<file path="config.mk">
export PLATFORM = sky130hd
export DESIGN_NAME = lcr_cell
export DESIGN_NICKNAME = d
export VERILOG_FILES = /design/src/hw/lcr_pkg.sv /design/src/hw/lcr_cell.sv /design/src/hw/lcr_lut16.sv
export SDC_FILE = /design/constraint.sdc
export NUM_CORES = 1
export LEC_CHECK = 0
export ABC_AREA = 0
export BUFFER_PORTS_ARGS = -buffer_cell sky130_fd_sc_hd__clkbuf_2
export CAP_MARGIN = 20
export CORE_MARGIN = 3
export CORE_UTILIZATION = 45
export CTS_CLUSTER_SIZE = 24
export DETAILED_ROUTE_END_ITERATION = 12
export GPL_TIMING_DRIVEN = 0
export PLACE_DENSITY = 0.68
export SLEW_MARGIN = 0
export SYNTH_ARGS = -nofsm -noshare
export SYNTH_HDL_FRONTEND = slang
export SYNTH_SLANG_ARGS = --single-unit
</file>
<file path="constraint.sdc">
create_clock -name clk_i -period 5.2 [get_ports clk_i]
set_input_delay 0.26 -clock clk_i [delete_from_list [all_inputs] [get_ports clk_i]]
set_output_delay 0.26 -clock clk_i [all_outputs]
set_load 0.01 [all_outputs]
</file>
<file path="src/hw/lcr_pkg.sv">
// Purpose: Shared constants and types for the logic cell memory block
// Assumes: Mode and timing selects are static configuration inputs
// Notes:   Reset values apply to both look-up tables and the cell flops

package lcr_pkg;

   // ---------------------------------------------------------------
   // Geometry
   // ---------------------------------------------------------------
   localparam int unsigned LCR_ADDR_W  = 4;
   localparam int unsigned LCR_DEPTH   = 16;
   localparam int unsigned LCR_TABLE_W = 32;

   // ---------------------------------------------------------------
   // Reset values
   // ---------------------------------------------------------------
   localparam logic [15:0] LCR_MEM_RST = 16'h0000;
   localparam logic        LCR_FF_RST  = 1'h0;

   // ---------------------------------------------------------------
   // Memory arrangements of one cell
   // ---------------------------------------------------------------
   typedef enum logic [1:0]
   {
      LCR_DUAL16,
      LCR_WIDE32,
      LCR_DUALPORT,
      LCR_RAM_LOGIC
   } lcr_mode_e;

   // Pick one entry of a 16-entry table
   function automatic logic lcr_pick16(input logic [15:0] tbl,
                                       input logic [3:0]  addr);
      lcr_pick16 = tbl[addr];
   endfunction : lcr_pick16

endpackage : lcr_pkg

</file>
<file path="src/hw/lcr_cell.sv">
// Purpose: Logic cell whose two function generators serve as small RAM
// Assumes: Mode, timing and logic table are static configuration inputs
// Notes:   All user inputs are fabric logic on clk_i, so none is
//          synchronised; reads never wait for a clock edge
//
// How it works
// - Dual 16-deep mode: two separate one-bit arrays, own data each.
// - 32-deep mode merges both generators into one one-bit array.
// - One generator may be RAM while the other is a 5-input function.
// - Edge timing writes only at the clock edge, enable qualifies it.
// - One timing select governs both generators together.
// - Single port: each generator reads and writes at one address.
// - Dual port: one write port, two read ports, simultaneous access.
// - Read addresses and output selection differ by mode, as writes do.
// - Reads are combinational from the address lines.
// - Four generator inputs form the address into its 16 entries.
// - Data-in, aux and set/reset inputs become data and write enable.
// - 32-deep: second data input is address bit four, first is data.
// - 32-deep: both generators see identical address inputs.
// - Generator outputs leave directly or through the cell flops.

`timescale 1ns/1ns
`default_nettype none

module lcr_cell
(
   // Clock and reset
   input  wire logic              clk_i,
   input  wire logic              rst_n_i,
   // Configuration
   input  wire lcr_pkg::lcr_mode_e mode_i,
   input  wire logic              level_mode_i,
   input  wire logic [31:0]       logic_table_i,
   // Generator address inputs
   input  wire logic [3:0]        first_gen_addr_i,
   input  wire logic [3:0]        second_gen_addr_i,
   // Control inputs of the cell
   input  wire logic              cell_data_in_aux2_i,
   input  wire logic              cell_aux1_input_i,
   input  wire logic              cell_setreset_aux0_i,
   // Combinational outputs
   output logic                   x_comb_o,
   output logic                   y_comb_o,
   // Registered outputs
   output logic                   x_reg_o,
   output logic                   y_reg_o
);

   // ---------------------------------------------------------------
   // Control inputs take their memory meaning
   // ---------------------------------------------------------------
   logic mem_wdata_lo;
   logic mem_wdata_hi_or_addr4;
   logic mem_we;
   logic level_eff;

   // Data in, aux one and set/reset become low data, high data, enable
   assign mem_wdata_lo          = cell_data_in_aux2_i;
   assign mem_wdata_hi_or_addr4 = cell_aux1_input_i;
   assign mem_we                = cell_setreset_aux0_i;

   // One timing select for both halves; dual port is edge only,
   // since a second port reading during a level write has no order
   assign level_eff = level_mode_i &&
                      (mode_i != lcr_pkg::LCR_DUALPORT);

   // ---------------------------------------------------------------
   // Per-generator address, data and enable steering
   // ---------------------------------------------------------------
   logic [3:0] f_waddr;
   logic [3:0] f_raddr;
   logic       f_wdata;
   logic       f_we;
   logic [3:0] g_waddr;
   logic [3:0] g_raddr;
   logic       g_wdata;
   logic       g_we;

   always_comb
   begin
      // First generator: one address for read and write
      f_waddr = first_gen_addr_i;
      f_raddr = first_gen_addr_i;
      f_wdata = mem_wdata_lo;
      f_we    = mem_we;
      g_waddr = second_gen_addr_i;
      g_raddr = second_gen_addr_i;
      g_wdata = mem_wdata_hi_or_addr4;
      g_we    = mem_we;
      case (mode_i)
         lcr_pkg::LCR_DUAL16:
         begin
            // Two independent arrays, own data and address
            g_we = mem_we;
         end
         lcr_pkg::LCR_WIDE32:
         begin
            // Bit four picks the half that takes the write
            f_we    = mem_we && !mem_wdata_hi_or_addr4;
            g_we    = mem_we && mem_wdata_hi_or_addr4;
            g_waddr = first_gen_addr_i;
            g_raddr = first_gen_addr_i;
            g_wdata = mem_wdata_lo;
         end
         lcr_pkg::LCR_DUALPORT:
         begin
            // Both copies written alike, second copy read elsewhere
            g_waddr = first_gen_addr_i;
            g_raddr = second_gen_addr_i;
            g_wdata = mem_wdata_lo;
            g_we    = mem_we;
         end
         lcr_pkg::LCR_RAM_LOGIC:
         begin
            // Second generator is logic, never written
            g_we = 1'b0;
         end
         default:
         begin
            f_we = 1'b0;
            g_we = 1'b0;
         end
      endcase
   end

   // ---------------------------------------------------------------
   // The two function generators
   // ---------------------------------------------------------------
   logic f_rdata;
   logic g_rdata;

   // Edge write when level_eff is low, enable qualifies the edge
   lcr_lut16 u_first_gen
   (
      .clk_i   (clk_i),
      .rst_n_i (rst_n_i),
      .waddr_i (f_waddr),
      .wdata_i (f_wdata),
      .we_i    (f_we),
      .level_i (level_eff),
      .raddr_i (f_raddr),
      .rdata_o (f_rdata)
   );

   lcr_lut16 u_second_gen
   (
      .clk_i   (clk_i),
      .rst_n_i (rst_n_i),
      .waddr_i (g_waddr),
      .wdata_i (g_wdata),
      .we_i    (g_we),
      .level_i (level_eff),
      .raddr_i (g_raddr),
      .rdata_o (g_rdata)
   );

   // ---------------------------------------------------------------
   // Generator outputs and the combinational exits
   // ---------------------------------------------------------------
   logic g_out;
   logic logic_fn;

   // Five-input function from the table: aux one is the top bit
   assign logic_fn = logic_table_i[{cell_aux1_input_i,
                                    second_gen_addr_i}];

   // The mode picks what each exit carries; no clock is involved
   always_comb
   begin
      g_out    = g_rdata;
      x_comb_o = f_rdata;
      case (mode_i)
         lcr_pkg::LCR_WIDE32:
         begin
            x_comb_o = mem_wdata_hi_or_addr4 ? g_rdata : f_rdata;
         end
         lcr_pkg::LCR_RAM_LOGIC:
         begin
            g_out = logic_fn;
         end
         default:
         begin
            x_comb_o = f_rdata;
         end
      endcase
      y_comb_o = g_out;
   end

   // ---------------------------------------------------------------
   // Cell flip-flops, untouched by the memory configuration
   // ---------------------------------------------------------------
   logic x_reg_q;
   logic x_reg_d;
   logic y_reg_q;
   logic y_reg_d;

   // Capture whatever the exits carry, every edge
   always_comb
   begin
      x_reg_d = x_comb_o;
      y_reg_d = y_comb_o;
   end

   always_ff @(posedge clk_i or negedge rst_n_i)
   begin
      if (!rst_n_i)
      begin
         x_reg_q <= lcr_pkg::LCR_FF_RST;
         y_reg_q <= lcr_pkg::LCR_FF_RST;
      end
      else
      begin
         x_reg_q <= x_reg_d;
         y_reg_q <= y_reg_d;
      end
   end

   assign x_reg_o = x_reg_q;
   assign y_reg_o = y_reg_q;

   // ---------------------------------------------------------------
   // Checks
   // ---------------------------------------------------------------
   // Edge write to the first array is read back after the edge
   property p_dual_f_write;
      @(posedge clk_i) disable iff (!rst_n_i)
      (mode_i == lcr_pkg::LCR_DUAL16 && !level_mode_i && mem_we) |=>
      ($stable(first_gen_addr_i) ? x_comb_o == $past(mem_wdata_lo) : 1'b1);
   endproperty
   a_dual_f_write: assert property (p_dual_f_write)
      else $error("first array lost an edge write");

   // Second array takes D1 independently
   property p_dual_g_write;
      @(posedge clk_i) disable iff (!rst_n_i)
      (mode_i == lcr_pkg::LCR_DUAL16 && !level_mode_i && mem_we) |=>
      ($stable(second_gen_addr_i) ?
       y_comb_o == $past(mem_wdata_hi_or_addr4) : 1'b1);
   endproperty
   a_dual_g_write: assert property (p_dual_g_write)
      else $error("second array lost its own data");

   // Idle edge mode keeps the read stable at a held address; level
   // mode is left out since a strobe shows its data at once
   property p_no_write_stable;
      @(posedge clk_i) disable iff (!rst_n_i)
      (mode_i == lcr_pkg::LCR_DUAL16 && !level_mode_i && !mem_we) ##1
      ($stable(first_gen_addr_i) && $stable(mode_i)) |->
      $stable(x_comb_o);
   endproperty
   a_no_write_stable: assert property (p_no_write_stable)
      else $error("array changed without a write");

   // Level strobe shows the data in the same cycle
   property p_level_through;
      @(posedge clk_i) disable iff (!rst_n_i)
      (mode_i == lcr_pkg::LCR_DUAL16 && level_mode_i && mem_we) |->
      x_comb_o == mem_wdata_lo;
   endproperty
   a_level_through: assert property (p_level_through)
      else $error("level write not visible at once");

   // Deep mode write is read back from the half that bit four picks
   property p_wide_write;
      @(posedge clk_i) disable iff (!rst_n_i)
      (mode_i == lcr_pkg::LCR_WIDE32 && !level_mode_i && mem_we) |=>
      (($stable(first_gen_addr_i) && $stable(mem_wdata_hi_or_addr4)) ?
       x_comb_o == $past(mem_wdata_lo) : 1'b1);
   endproperty
   a_wide_write: assert property (p_wide_write)
      else $error("deep array lost a write");

   // Deep mode upper half, read at the first address, takes a write
   // only when bit four is high and keeps its bit otherwise
   property p_wide_upper;
      @(posedge clk_i) disable iff (!rst_n_i)
      (mode_i == lcr_pkg::LCR_WIDE32 && !level_mode_i && mem_we) |=>
      ($stable(first_gen_addr_i) ?
       y_comb_o == ($past(mem_wdata_hi_or_addr4) ?
                    $past(mem_wdata_lo) : $past(y_comb_o)) : 1'b1);
   endproperty
   a_wide_upper: assert property (p_wide_upper)
      else $error("deep array upper half wrong");

   // Dual port: second read port sees the first port's write
   property p_dp_mirror;
      @(posedge clk_i) disable iff (!rst_n_i)
      (mode_i == lcr_pkg::LCR_DUALPORT && mem_we) |=>
      ((second_gen_addr_i == $past(first_gen_addr_i) &&
        $stable(mode_i)) ? y_comb_o == $past(mem_wdata_lo) : 1'b1);
   endproperty
   a_dp_mirror: assert property (p_dp_mirror)
      else $error("second read port missed the write");

   // Logic half follows its table
   property p_logic_fn;
      @(posedge clk_i) disable iff (!rst_n_i)
      (mode_i == lcr_pkg::LCR_RAM_LOGIC) |->
      y_comb_o == logic_table_i[{cell_aux1_input_i, second_gen_addr_i}];
   endproperty
   a_logic_fn: assert property (p_logic_fn)
      else $error("logic function output wrong");

   // Cell flops capture the exits one edge later
   property p_flops;
      @(posedge clk_i) disable iff (!rst_n_i)
      1'b1 |=> (x_reg_o == $past(x_comb_o) && y_reg_o == $past(y_comb_o));
   endproperty
   a_flops: assert property (p_flops)
      else $error("cell flops did not capture outputs");

endmodule : lcr_cell

`default_nettype wire

</file>
<file path="src/hw/lcr_lut16.sv">
// Purpose: One 16x1 look-up table used as a writable memory
// Assumes: Write address, data and enable come from the same clock domain
// Notes:   Level mode passes write data straight to the read output

`timescale 1ns/1ns
`default_nettype none

module lcr_lut16
(
   // Clock and reset
   input  wire logic       clk_i,
   input  wire logic       rst_n_i,
   // Write side
   input  wire logic [3:0] waddr_i,
   input  wire logic       wdata_i,
   input  wire logic       we_i,
   input  wire logic       level_i,
   // Read side
   input  wire logic [3:0] raddr_i,
   output logic            rdata_o
);

   // ---------------------------------------------------------------
   // Storage
   // ---------------------------------------------------------------
   logic [15:0] mem_q;
   logic [15:0] mem_d;

   // Next contents: one bit replaced while enabled
   always_comb
   begin
      mem_d = mem_q;
      if (we_i)
      begin
         mem_d[waddr_i] = wdata_i;
      end
   end

   always_ff @(posedge clk_i or negedge rst_n_i)
   begin
      if (!rst_n_i)
      begin
         mem_q <= lcr_pkg::LCR_MEM_RST;
      end
      else
      begin
         mem_q <= mem_d;
      end
   end

   // ---------------------------------------------------------------
   // Combinational read, no clock in the path
   // ---------------------------------------------------------------
   // Level mode: strobe high makes the new bit visible at once,
   // as a transparent write would; edge mode shows it after the edge.
   always_comb
   begin
      if (level_i && we_i && (waddr_i == raddr_i))
      begin
         rdata_o = wdata_i;
      end
      else
      begin
         rdata_o = lcr_pkg::lcr_pick16(mem_q, raddr_i);
      end
   end

endmodule : lcr_lut16

`default_nettype wire

</file>
After elaboration in Yosys (flattened, before gate mapping). Cells that the tools add are included.

Register bits: 34. Input bits: 48. Output and inout bits: 4. Word-level logic and storage cells: 49.

Magnitude comparators: 6. Equal/unequal tests: 5. Multiplexer cells: 22. Reductions and logical operators: 12.

Operators by type and width (number): $bwmux W16 (2); $lt A4 B5 Y1 const B (3); $mux W1 (12); $bmux W1 S4 (2); $demux W1 S4 (2); $ge A4 B1 Y1 const B (2); $logic_and A1 B1 Y1 (8); $mux W4 (2); $lt A5 B6 Y1 const B (1); $bmux W1 S5 (1); $eq A2 B2 Y1 const B (2); $eq A4 B4 Y1 (1); $reduce_or A2 Y1 (2); $pmux W1 S3 (1); $eq A2 B1 Y1 const B (1); $logic_not A2 Y1 (1); $ne A2 B2 Y1 const B (1); $logic_not A1 Y1 (1).

Longest topological paths before layout. Gate-level depths: netlist (run 1).

Depth in word-level cells: 8. Depth in mapped cells: 9. Mapped depth without buffers: 8.

Hierarchy. A second synthesis (run 1) with hierarchy kept.

Cell total of the unflattened synthesis: 212. Area, all modules: 2419.8 µm².

Modules (own cells, without submodules): lcr_lut16 (instances 2, cells each 72, area each 909.6 µm², seq. area each 400.4 µm²); lcr_cell (instances 1, cells each 68, area each 600.6 µm², seq. area each 50.0 µm²).

Worst setup path before layout (run 1). OpenSTA, ideal clock, no wires.

Path kind: input -> output. From: input port mode_i[1]. To: output port y_comb_o. Data arrival time: 1.949 ns. Data required time: 4.940 ns. Setup slack: 2.991 ns. Stages on the path: 8. Path buffers: 1. Path through: inv_1 ha_1 buf_2 mux2i_1 a21oi_1 a2111oi_1 o32ai_1 a211oi_1.

Cells in the longest elaborated chain, start to end: 7. Elaborated cells on any way between the ends: 19. Classes of those cells: eq/ne (5); mux (8); reduce/logical (6).

RTL lines: from (decl) (RTL line lcr_cell.sv:31) `input wire lcr_pkg::lcr_mode_e mode_i,`; branches (longest 6 deep; another with $mux W4); $mux W1 * (RTL line lcr_cell.sv:172) `case (mode_i)`; to (decl) (RTL line lcr_cell.sv:43) `output logic y_comb_o,`.

Mark *: on every way between the ends. The select of a mux whose other input is x is not followed.

Worst setup path in the final report (run 1). Same ends and word-level chain as after synthesis.

==> results of run 1 <==
## stage by stage
step / util (%) / hold slack (ns)
after floorplan: - / -0.0356
after global placement: 53.8 / 0.394
after detailed placement: 53.8 / 0.419
after CTS: 55.6 / 0.110
after global routing: 55.6 / 0.132
final: 55.6 / 0.0573
## power groups by stage
stage	registers, mW	logic [mW]	clock network [mW]
final	0.372	0.240	0.205
after global routing	0.379	0.266	0.223
after CTS	0.371	0.242	0.209
after detailed placement	0.376	0.242	0
after global placement	0.374	0.236	0
after floorplan	0.365	0.172	0
## critical path: stages
cell and delay, ns:
clkbuf_2 0.10, inv_1 0.08, ha_1 0.21, buf_2 0.27, mux2i_1 0.47, a21oi_1 0.08
a2111oi_1 0.33, o32ai_1 0.22, a211oi_1 0.37, clkbuf_2 0.20
## cell usage in the layout, fill, tap and decap left out, types with 6 or more instances in the layout
master,Yosys,routed
dfrtp_1,34,34
clkbuf_2,0,49
buf_2,6,6
a21oi_1,13,13
nand2_1,32,32
nor2_1,26,26
mux2_2,27,27
clkbuf_1,8,9
mux4_2,11,11
clkbuf_8,0,6
mux2_1,8,8
## area by class of cell
type                    count  area [um^2]
repair buffers             49          245
multi-input cells         186         1500
flip-flops and latches     34          851
inverters                   5         18.8
plain buffers              17         86.3
clock inverters             1         5.00
clock buffers               7         86.3
fillers                   461         2300
well taps                  70         87.6
## flip-flops by register name, indices dropped and copies added, names as in the netlist
signal and flops:
y_reg_o 1, u_first_gen.mem_q 16, x_reg_o 1, u_second_gen.mem_q 16
## path summary, 6_finish.rpt
kind                                                    from                                end  slack [ns]
setup / recovery                                   mode_i[1]                           y_comb_o        2.35
hold / removal                                       rst_n_i  u_second_gen.mem_q[3]$_DFFE_PN0P_        0.06
setup reg to reg            u_first_gen.mem_q[5]$_DFFE_PN0P_                  x_reg_o$_DFF_PN0_        3.32
hold reg to reg            u_second_gen.mem_q[8]$_DFFE_PN0P_  u_second_gen.mem_q[8]$_DFFE_PN0P_        0.50
max in group asynchronous                            rst_n_i   u_first_gen.mem_q[9]$_DFFE_PN0P_        4.61
min in group clk_i                         cell_aux1_input_i                  x_reg_o$_DFF_PN0_        0.33
## cell families after synthesis
kind of cell	after synthesis	share of synthesized area [%]
AOI/OAI and AO/OA	42	11.9
xor gates and xnor gates	5	1.79
adders and majority gates	4	2.04
buffers and inverters	22	4.29
DFF	34	34.7
muxes	51	29.8
and+or+nand+nor	84	15.5
## metal layers
metal / routed length, um / up-vias / global-route usage [%] / share of wire [%]
met2: 2930 / 86 / 35.2 / 46
li1: - / 999 / - / -
met5: 0 / - / 0 / 0
met3: 447 / 13 / 5.19 / 7.1
met1: 2820 / 1025 / 26.9 / 44
met4: 137 / 0 / 6.76 / 2.2
==> impl_metrics.toml, run 1 <==
[drt]
vias_per_cell = 5.75
antenna_left = 0
routed_wl_um = 6330
drc = 0
wl_per_cell_um = 17.2
dr.pass1.iters = 4
vias = 2123
first_iter_violations = 182

[yosys]
synth_top_area_cell = "dfrtp_1"
async_reset_ff_share_pct = 100
synth_top_area_share_pct = 34.7
synth_area_um2 = 2450
yosysSeqAreaShare_pct = 34.7
ys.flop_type = "dfrtp_1"
avgSynthCellArea_um2 = 10.1
synth.cells.most_frequent = "dfrtp_1 (34), nand2_1 (32), mux2_2 (27), nor2_1 (26), a21oi_1 (13)"
synth-seq-cells = 34
synth_edf_count = 0
ys_warn_count = 0
synth.distinct_cells = 45
synth.most_common_cell = "dfrtp_1"
synth.area.top_cells = "dfrtp_1 (35%), mux2_2 (12%), mux4_2 (10%)"
synth_cells = 242
synth_fp_nets = 294

[outcome]
status = "finished, final reports clean"

[timing]
fin_crit_ns = 2.85
tightest_slew_ns = 0.836
setup_tns_ns = 0
worst_slew_margin_rel_pct = 44.3
post-route-period-util_pct = 54.8
setup_viol = 0
rsz0062_at_grt = "no"
setup_ws_ns = 2.35
finalHoldViolCount = 0
clock_skew_ns = 0.00628
max_freq_mhz = 351
drv_slew = 0

[min_path]
hold_class = "input port to async pin"

[global_routing]
grt_max_degree = 35
grtUsageTotal_pct = 21.1
grt_overflow_total = 0
antenna_found_initial = 0
grt_pass1_vias = 2086
grt_pass1_wl_um = 10400

[cts]
cts.sinks = 34
numCtsBuffers = 5
htreeDepth = 2
cts_hold_buf = 0
path_clk_slew_ns = 0.07
ctsResizeCount = 0
post_cts_buffers = 0
cts.root.buffer_cell = "clkbuf_8"
cts_buffer_depth = 2
worstSkewPairLatency_ns = 0.29
cts_tree = "done"

[critical_path]
cp_max_fo = 10
critical_path_class = "input port to output port"
cp-end-kind = "output port"
startpoint_type = "input port"
worstPathRequired_ns = 4.94
r2r_cells = 5
cp.arrival_ns = 2.59

[placed_design]
dp_hpwl_um = 4760
post-place-cells = 361
port_buffers = 49
pre_cts_ws_ns = 2.36
place.gp.congestion = 0.847
place_area_um2 = 2780

[power]
p_leak_nw = 1.27
peakVddDrop_uv = 115
seq_power_share_pct = 45.5
pwr-share-clk_pct = 25.1
pwr-share-comb_pct = 29.4
intPower_mw = 0.569
swShare_pct = 30.4
p_switching_mw = 0.248
power_mw = 0.817
power_density_nw_per_um2 = 284

[floorplanning]
num_io_pins = 52
die_h_um = 79.8
initial_core_util_pct = 47.4
die-area_um2 = 6370
die_w_um = 79.8
fp-row-count = 26
core-area_um2 = 5170

[final_layout]
area_delta_synth_final_pct = 17.3
n_antenna_cell = 0
final_cells = 369
drive_above_1_share_pct = 35.5
final_nets = 350
design_area_um2 = 2880

[run]
drv_cap = 0
No activity file was read; power rests on OpenSTA's default activity.
==> inputs of run 2 (changes only) <==
--- a/config.mk
+++ b/config.mk
@@ -5,7 +5,7 @@
 export SDC_FILE = /design/constraint.sdc
 export NUM_CORES = 1
 export LEC_CHECK = 0
-export ABC_AREA = 0
+export ABC_AREA = 1
 export BUFFER_PORTS_ARGS = -buffer_cell sky130_fd_sc_hd__clkbuf_2
 export CAP_MARGIN = 20
 export CORE_MARGIN = 3
@@ -13,7 +13,7 @@
 export CTS_CLUSTER_SIZE = 24
 export DETAILED_ROUTE_END_ITERATION = 12
 export GPL_TIMING_DRIVEN = 0
-export PLACE_DENSITY = 0.68
+export PLACE_DENSITY = 0.71
 export SLEW_MARGIN = 0
 export SYNTH_ARGS = -nofsm -noshare
 export SYNTH_HDL_FRONTEND = slang
==> constraint.sdc (replaced) <==
create_clock -name clk_i -period 2.4 [get_ports clk_i]
set_input_delay 0.12 -clock clk_i [delete_from_list [all_inputs] [get_ports clk_i]]
set_output_delay 0.12 -clock clk_i [all_outputs]
set_load 0.01 [all_outputs]
==> impl_metrics.toml, run 2 <==
[yosys]
synth_cells = 340
synth-seq-cells = 34
async_reset_ff_share_pct = 100
synth_top_area_share_pct = 35.5
yosysSeqAreaShare_pct = 35.5
synth_top_area_cell = "dfrtp_1"
avgSynthCellArea_um2 = 7.05
synth.cells.most_frequent = "nand2_1 (75), nand3_1 (40), a21oi_1 (39), dfrtp_1 (34), a31oi_1 (31)"
synth.area.top_cells = "dfrtp_1 (35%), nand2_1 (12%), nand3_1 (8.4%)"
synth.distinct_cells = 28
synth_area_um2 = 2400
synth.most_common_cell = "nand2_1"
ys.flop_type = "dfrtp_1"
synth_fp_nets = 392
ys_warn_count = 0
synth_edf_count = 0

[timing]
drv_slew = 0
max_freq_mhz = 471
hold_ws_ns = 0.202
worst_slew_margin_rel_pct = 44.4
clock_skew_ns = 0.00718
tightest_slew_ns = 0.833
setup_tns_ns = 0
rsz0062_at_grt = "no"
fin_crit_ns = 2.12
finalHoldViolCount = 0
setup_viol = 0
post-route-period-util_pct = 88.5

[global_routing]
grt_max_degree = 35
antenna_found_initial = 0
grtUsageTotal_pct = 21.6
grt_pass1_vias = 2308
grt_pass1_wl_um = 10600
grt_overflow_total = 0

[critical_path]
cp-end-kind = "output port"
startpoint = "mode_i[0]"
r2r_start = "u_second_gen.mem_q[6]$_DFFE_PN0P_"
cp-endpoint = "x_comb_o"
worstPathRequired_ns = 2.28
startpoint_type = "input port"
cp_max_fo = 10
reg2reg_slack_ns = 1.21
r2r-end = "y_reg_o$_DFF_PN0_"
critical_path_class = "input port to output port"
cp.arrival_ns = 2.00
r2r_cells = 8

[final_layout]
layout_common_cells = "nand2_1 (75), clkbuf_2 (47), nand3_1 (40)"
area_delta_synth_final_pct = 17.3
drive_above_1_share_pct = 20.7
top_regs = "u_first_gen.mem_q (16), u_second_gen.mem_q (16)"
final_nets = 447
final_common_cell = "nand2_1"
final_core_util_pct = 56.9
final_cells = 463
design_area_um2 = 2810
n_antenna_cell = 0

[outcome]
status = "finished, final reports clean"

[floorplanning]
die_w_um = 79.0
die-area_um2 = 6240
fp-row-count = 25
num_io_pins = 52
initial_core_util_pct = 48.5
core-area_um2 = 4940
die_h_um = 79.0

[placed_design]
post-place-cells = 454
place.gp.congestion = 0.956
dp_hpwl_um = 4730
port_buffers = 47
place_area_um2 = 2720

[drt]
dr.pass1.iters = 4
vias_per_cell = 5.46
vias = 2529
first_iter_violations = 143
drc = 0
wl_per_cell_um = 13.6
antenna_left = 0
routed_wl_um = 6300

[cts]
numCtsBuffers = 5
cts_buffer_depth = 2
worstSkewPairLatency_ns = 0.29
path_clk_slew_ns = 0.07
cts.sinks = 34
cts_tree = "done"
htreeDepth = 2
cts.root.buffer_cell = "clkbuf_8"

[power]
peakVddDrop_uv = 426
p_leak_nw = 1.37
power_density_nw_per_um2 = 688

[min_path]
hold_class = "input port to flip-flop"

[run]
drv_cap = 0
## run 2: worst min-delay path by stage
stage | startpoint | endpoint | depth (start not counted)
2_1_floorplan | rst_n_i | u_first_gen.mem_q[0]$_DFFE_PN0P_ | 0
3_3_place_gp | rst_n_i | u_first_gen.mem_q[15]$_DFFE_PN0P_ | 1
3_5_place_dp | rst_n_i | u_first_gen.mem_q[12]$_DFFE_PN0P_ | 1
4_1_cts | cell_data_in_aux2_i | u_first_gen.mem_q[5]$_DFFE_PN0P_ | 3
5_1_grt | cell_data_in_aux2_i | u_first_gen.mem_q[0]$_DFFE_PN0P_ | 3
6_report | cell_data_in_aux2_i | u_first_gen.mem_q[1]$_DFFE_PN0P_ | 3
## run 2: critical path: stages
cell	delay, ns
clkbuf_2	0.11
inv_1	0.06
ha_1	0.37
buf_6	0.17
nand2_1	0.10
o21a_2	0.21
nand2_1	0.06
a21oi_1	0.18
nand3_1	0.10
nand3_1	0.12
nand2_1	0.07
a21oi_1	0.17
clkbuf_2	0.16
## run 2: layout make-up
cell class | instances | area (um^2)
plain buffers | 12 | 60.1
clock buffers | 6 | 72.6
clock inverters | 2 | 13.8
fillers | 516 | 2130
inverters | 35 | 131
multi-input cells | 259 | 1360
flip-flops and latches | 34 | 851
well taps | 67 | 83.8
repair buffers | 48 | 245
## run 2: timing repair
| item | 4_1_cts | 5_1_grt |
|---|---|---|
| gates resized for setup | 0 | 0 |
| buffers inserted | 0 | 0 |
| endpoints found under the hold margin | 34 | 0 |
| hold buffers | 1 | 0 |
## run 2: metal layers
metal / part of all wire [%] / up-vias / wire [um] / GRT usage, %
met5: 0 / - / 0 / 0
met4: 1.2 / 0 / 73 / 6.19
met3: 6.8 / 6 / 429 / 3.63
met2: 43 / 84 / 2720 / 34.8
met1: 49 / 1150 / 3080 / 29.9
li1: - / 1289 / - / -
## run 2: report_power, final
part	switching (mW)	leakage, nW	internal [mW]
sequential	0.0999	0.403	0.769
combinational	0.387	0.920	0.265
clock	0.208	0.0452	0.204
## run 2: through the flow
step | setup slack (ns) | total power, mW
after global routing | 0.0161 | 2.11
final | 0.276 | 1.93
after detailed placement | 0.264 | 1.53
after floorplan | 0.642 | 1.35
after global placement | 0.287 | 1.51
after CTS | 0.260 | 1.95
## run 2: kinds of logic after synthesis
logic type                 Yosys count  synth area share [%]
adders and majority gates            4                  2.09
DFF                                 34                  35.5
buffers and inverters               47                  7.99
AOI/OAI and AO/OA                   96                  23.3
and+or+nand+nor                    159                  31.1
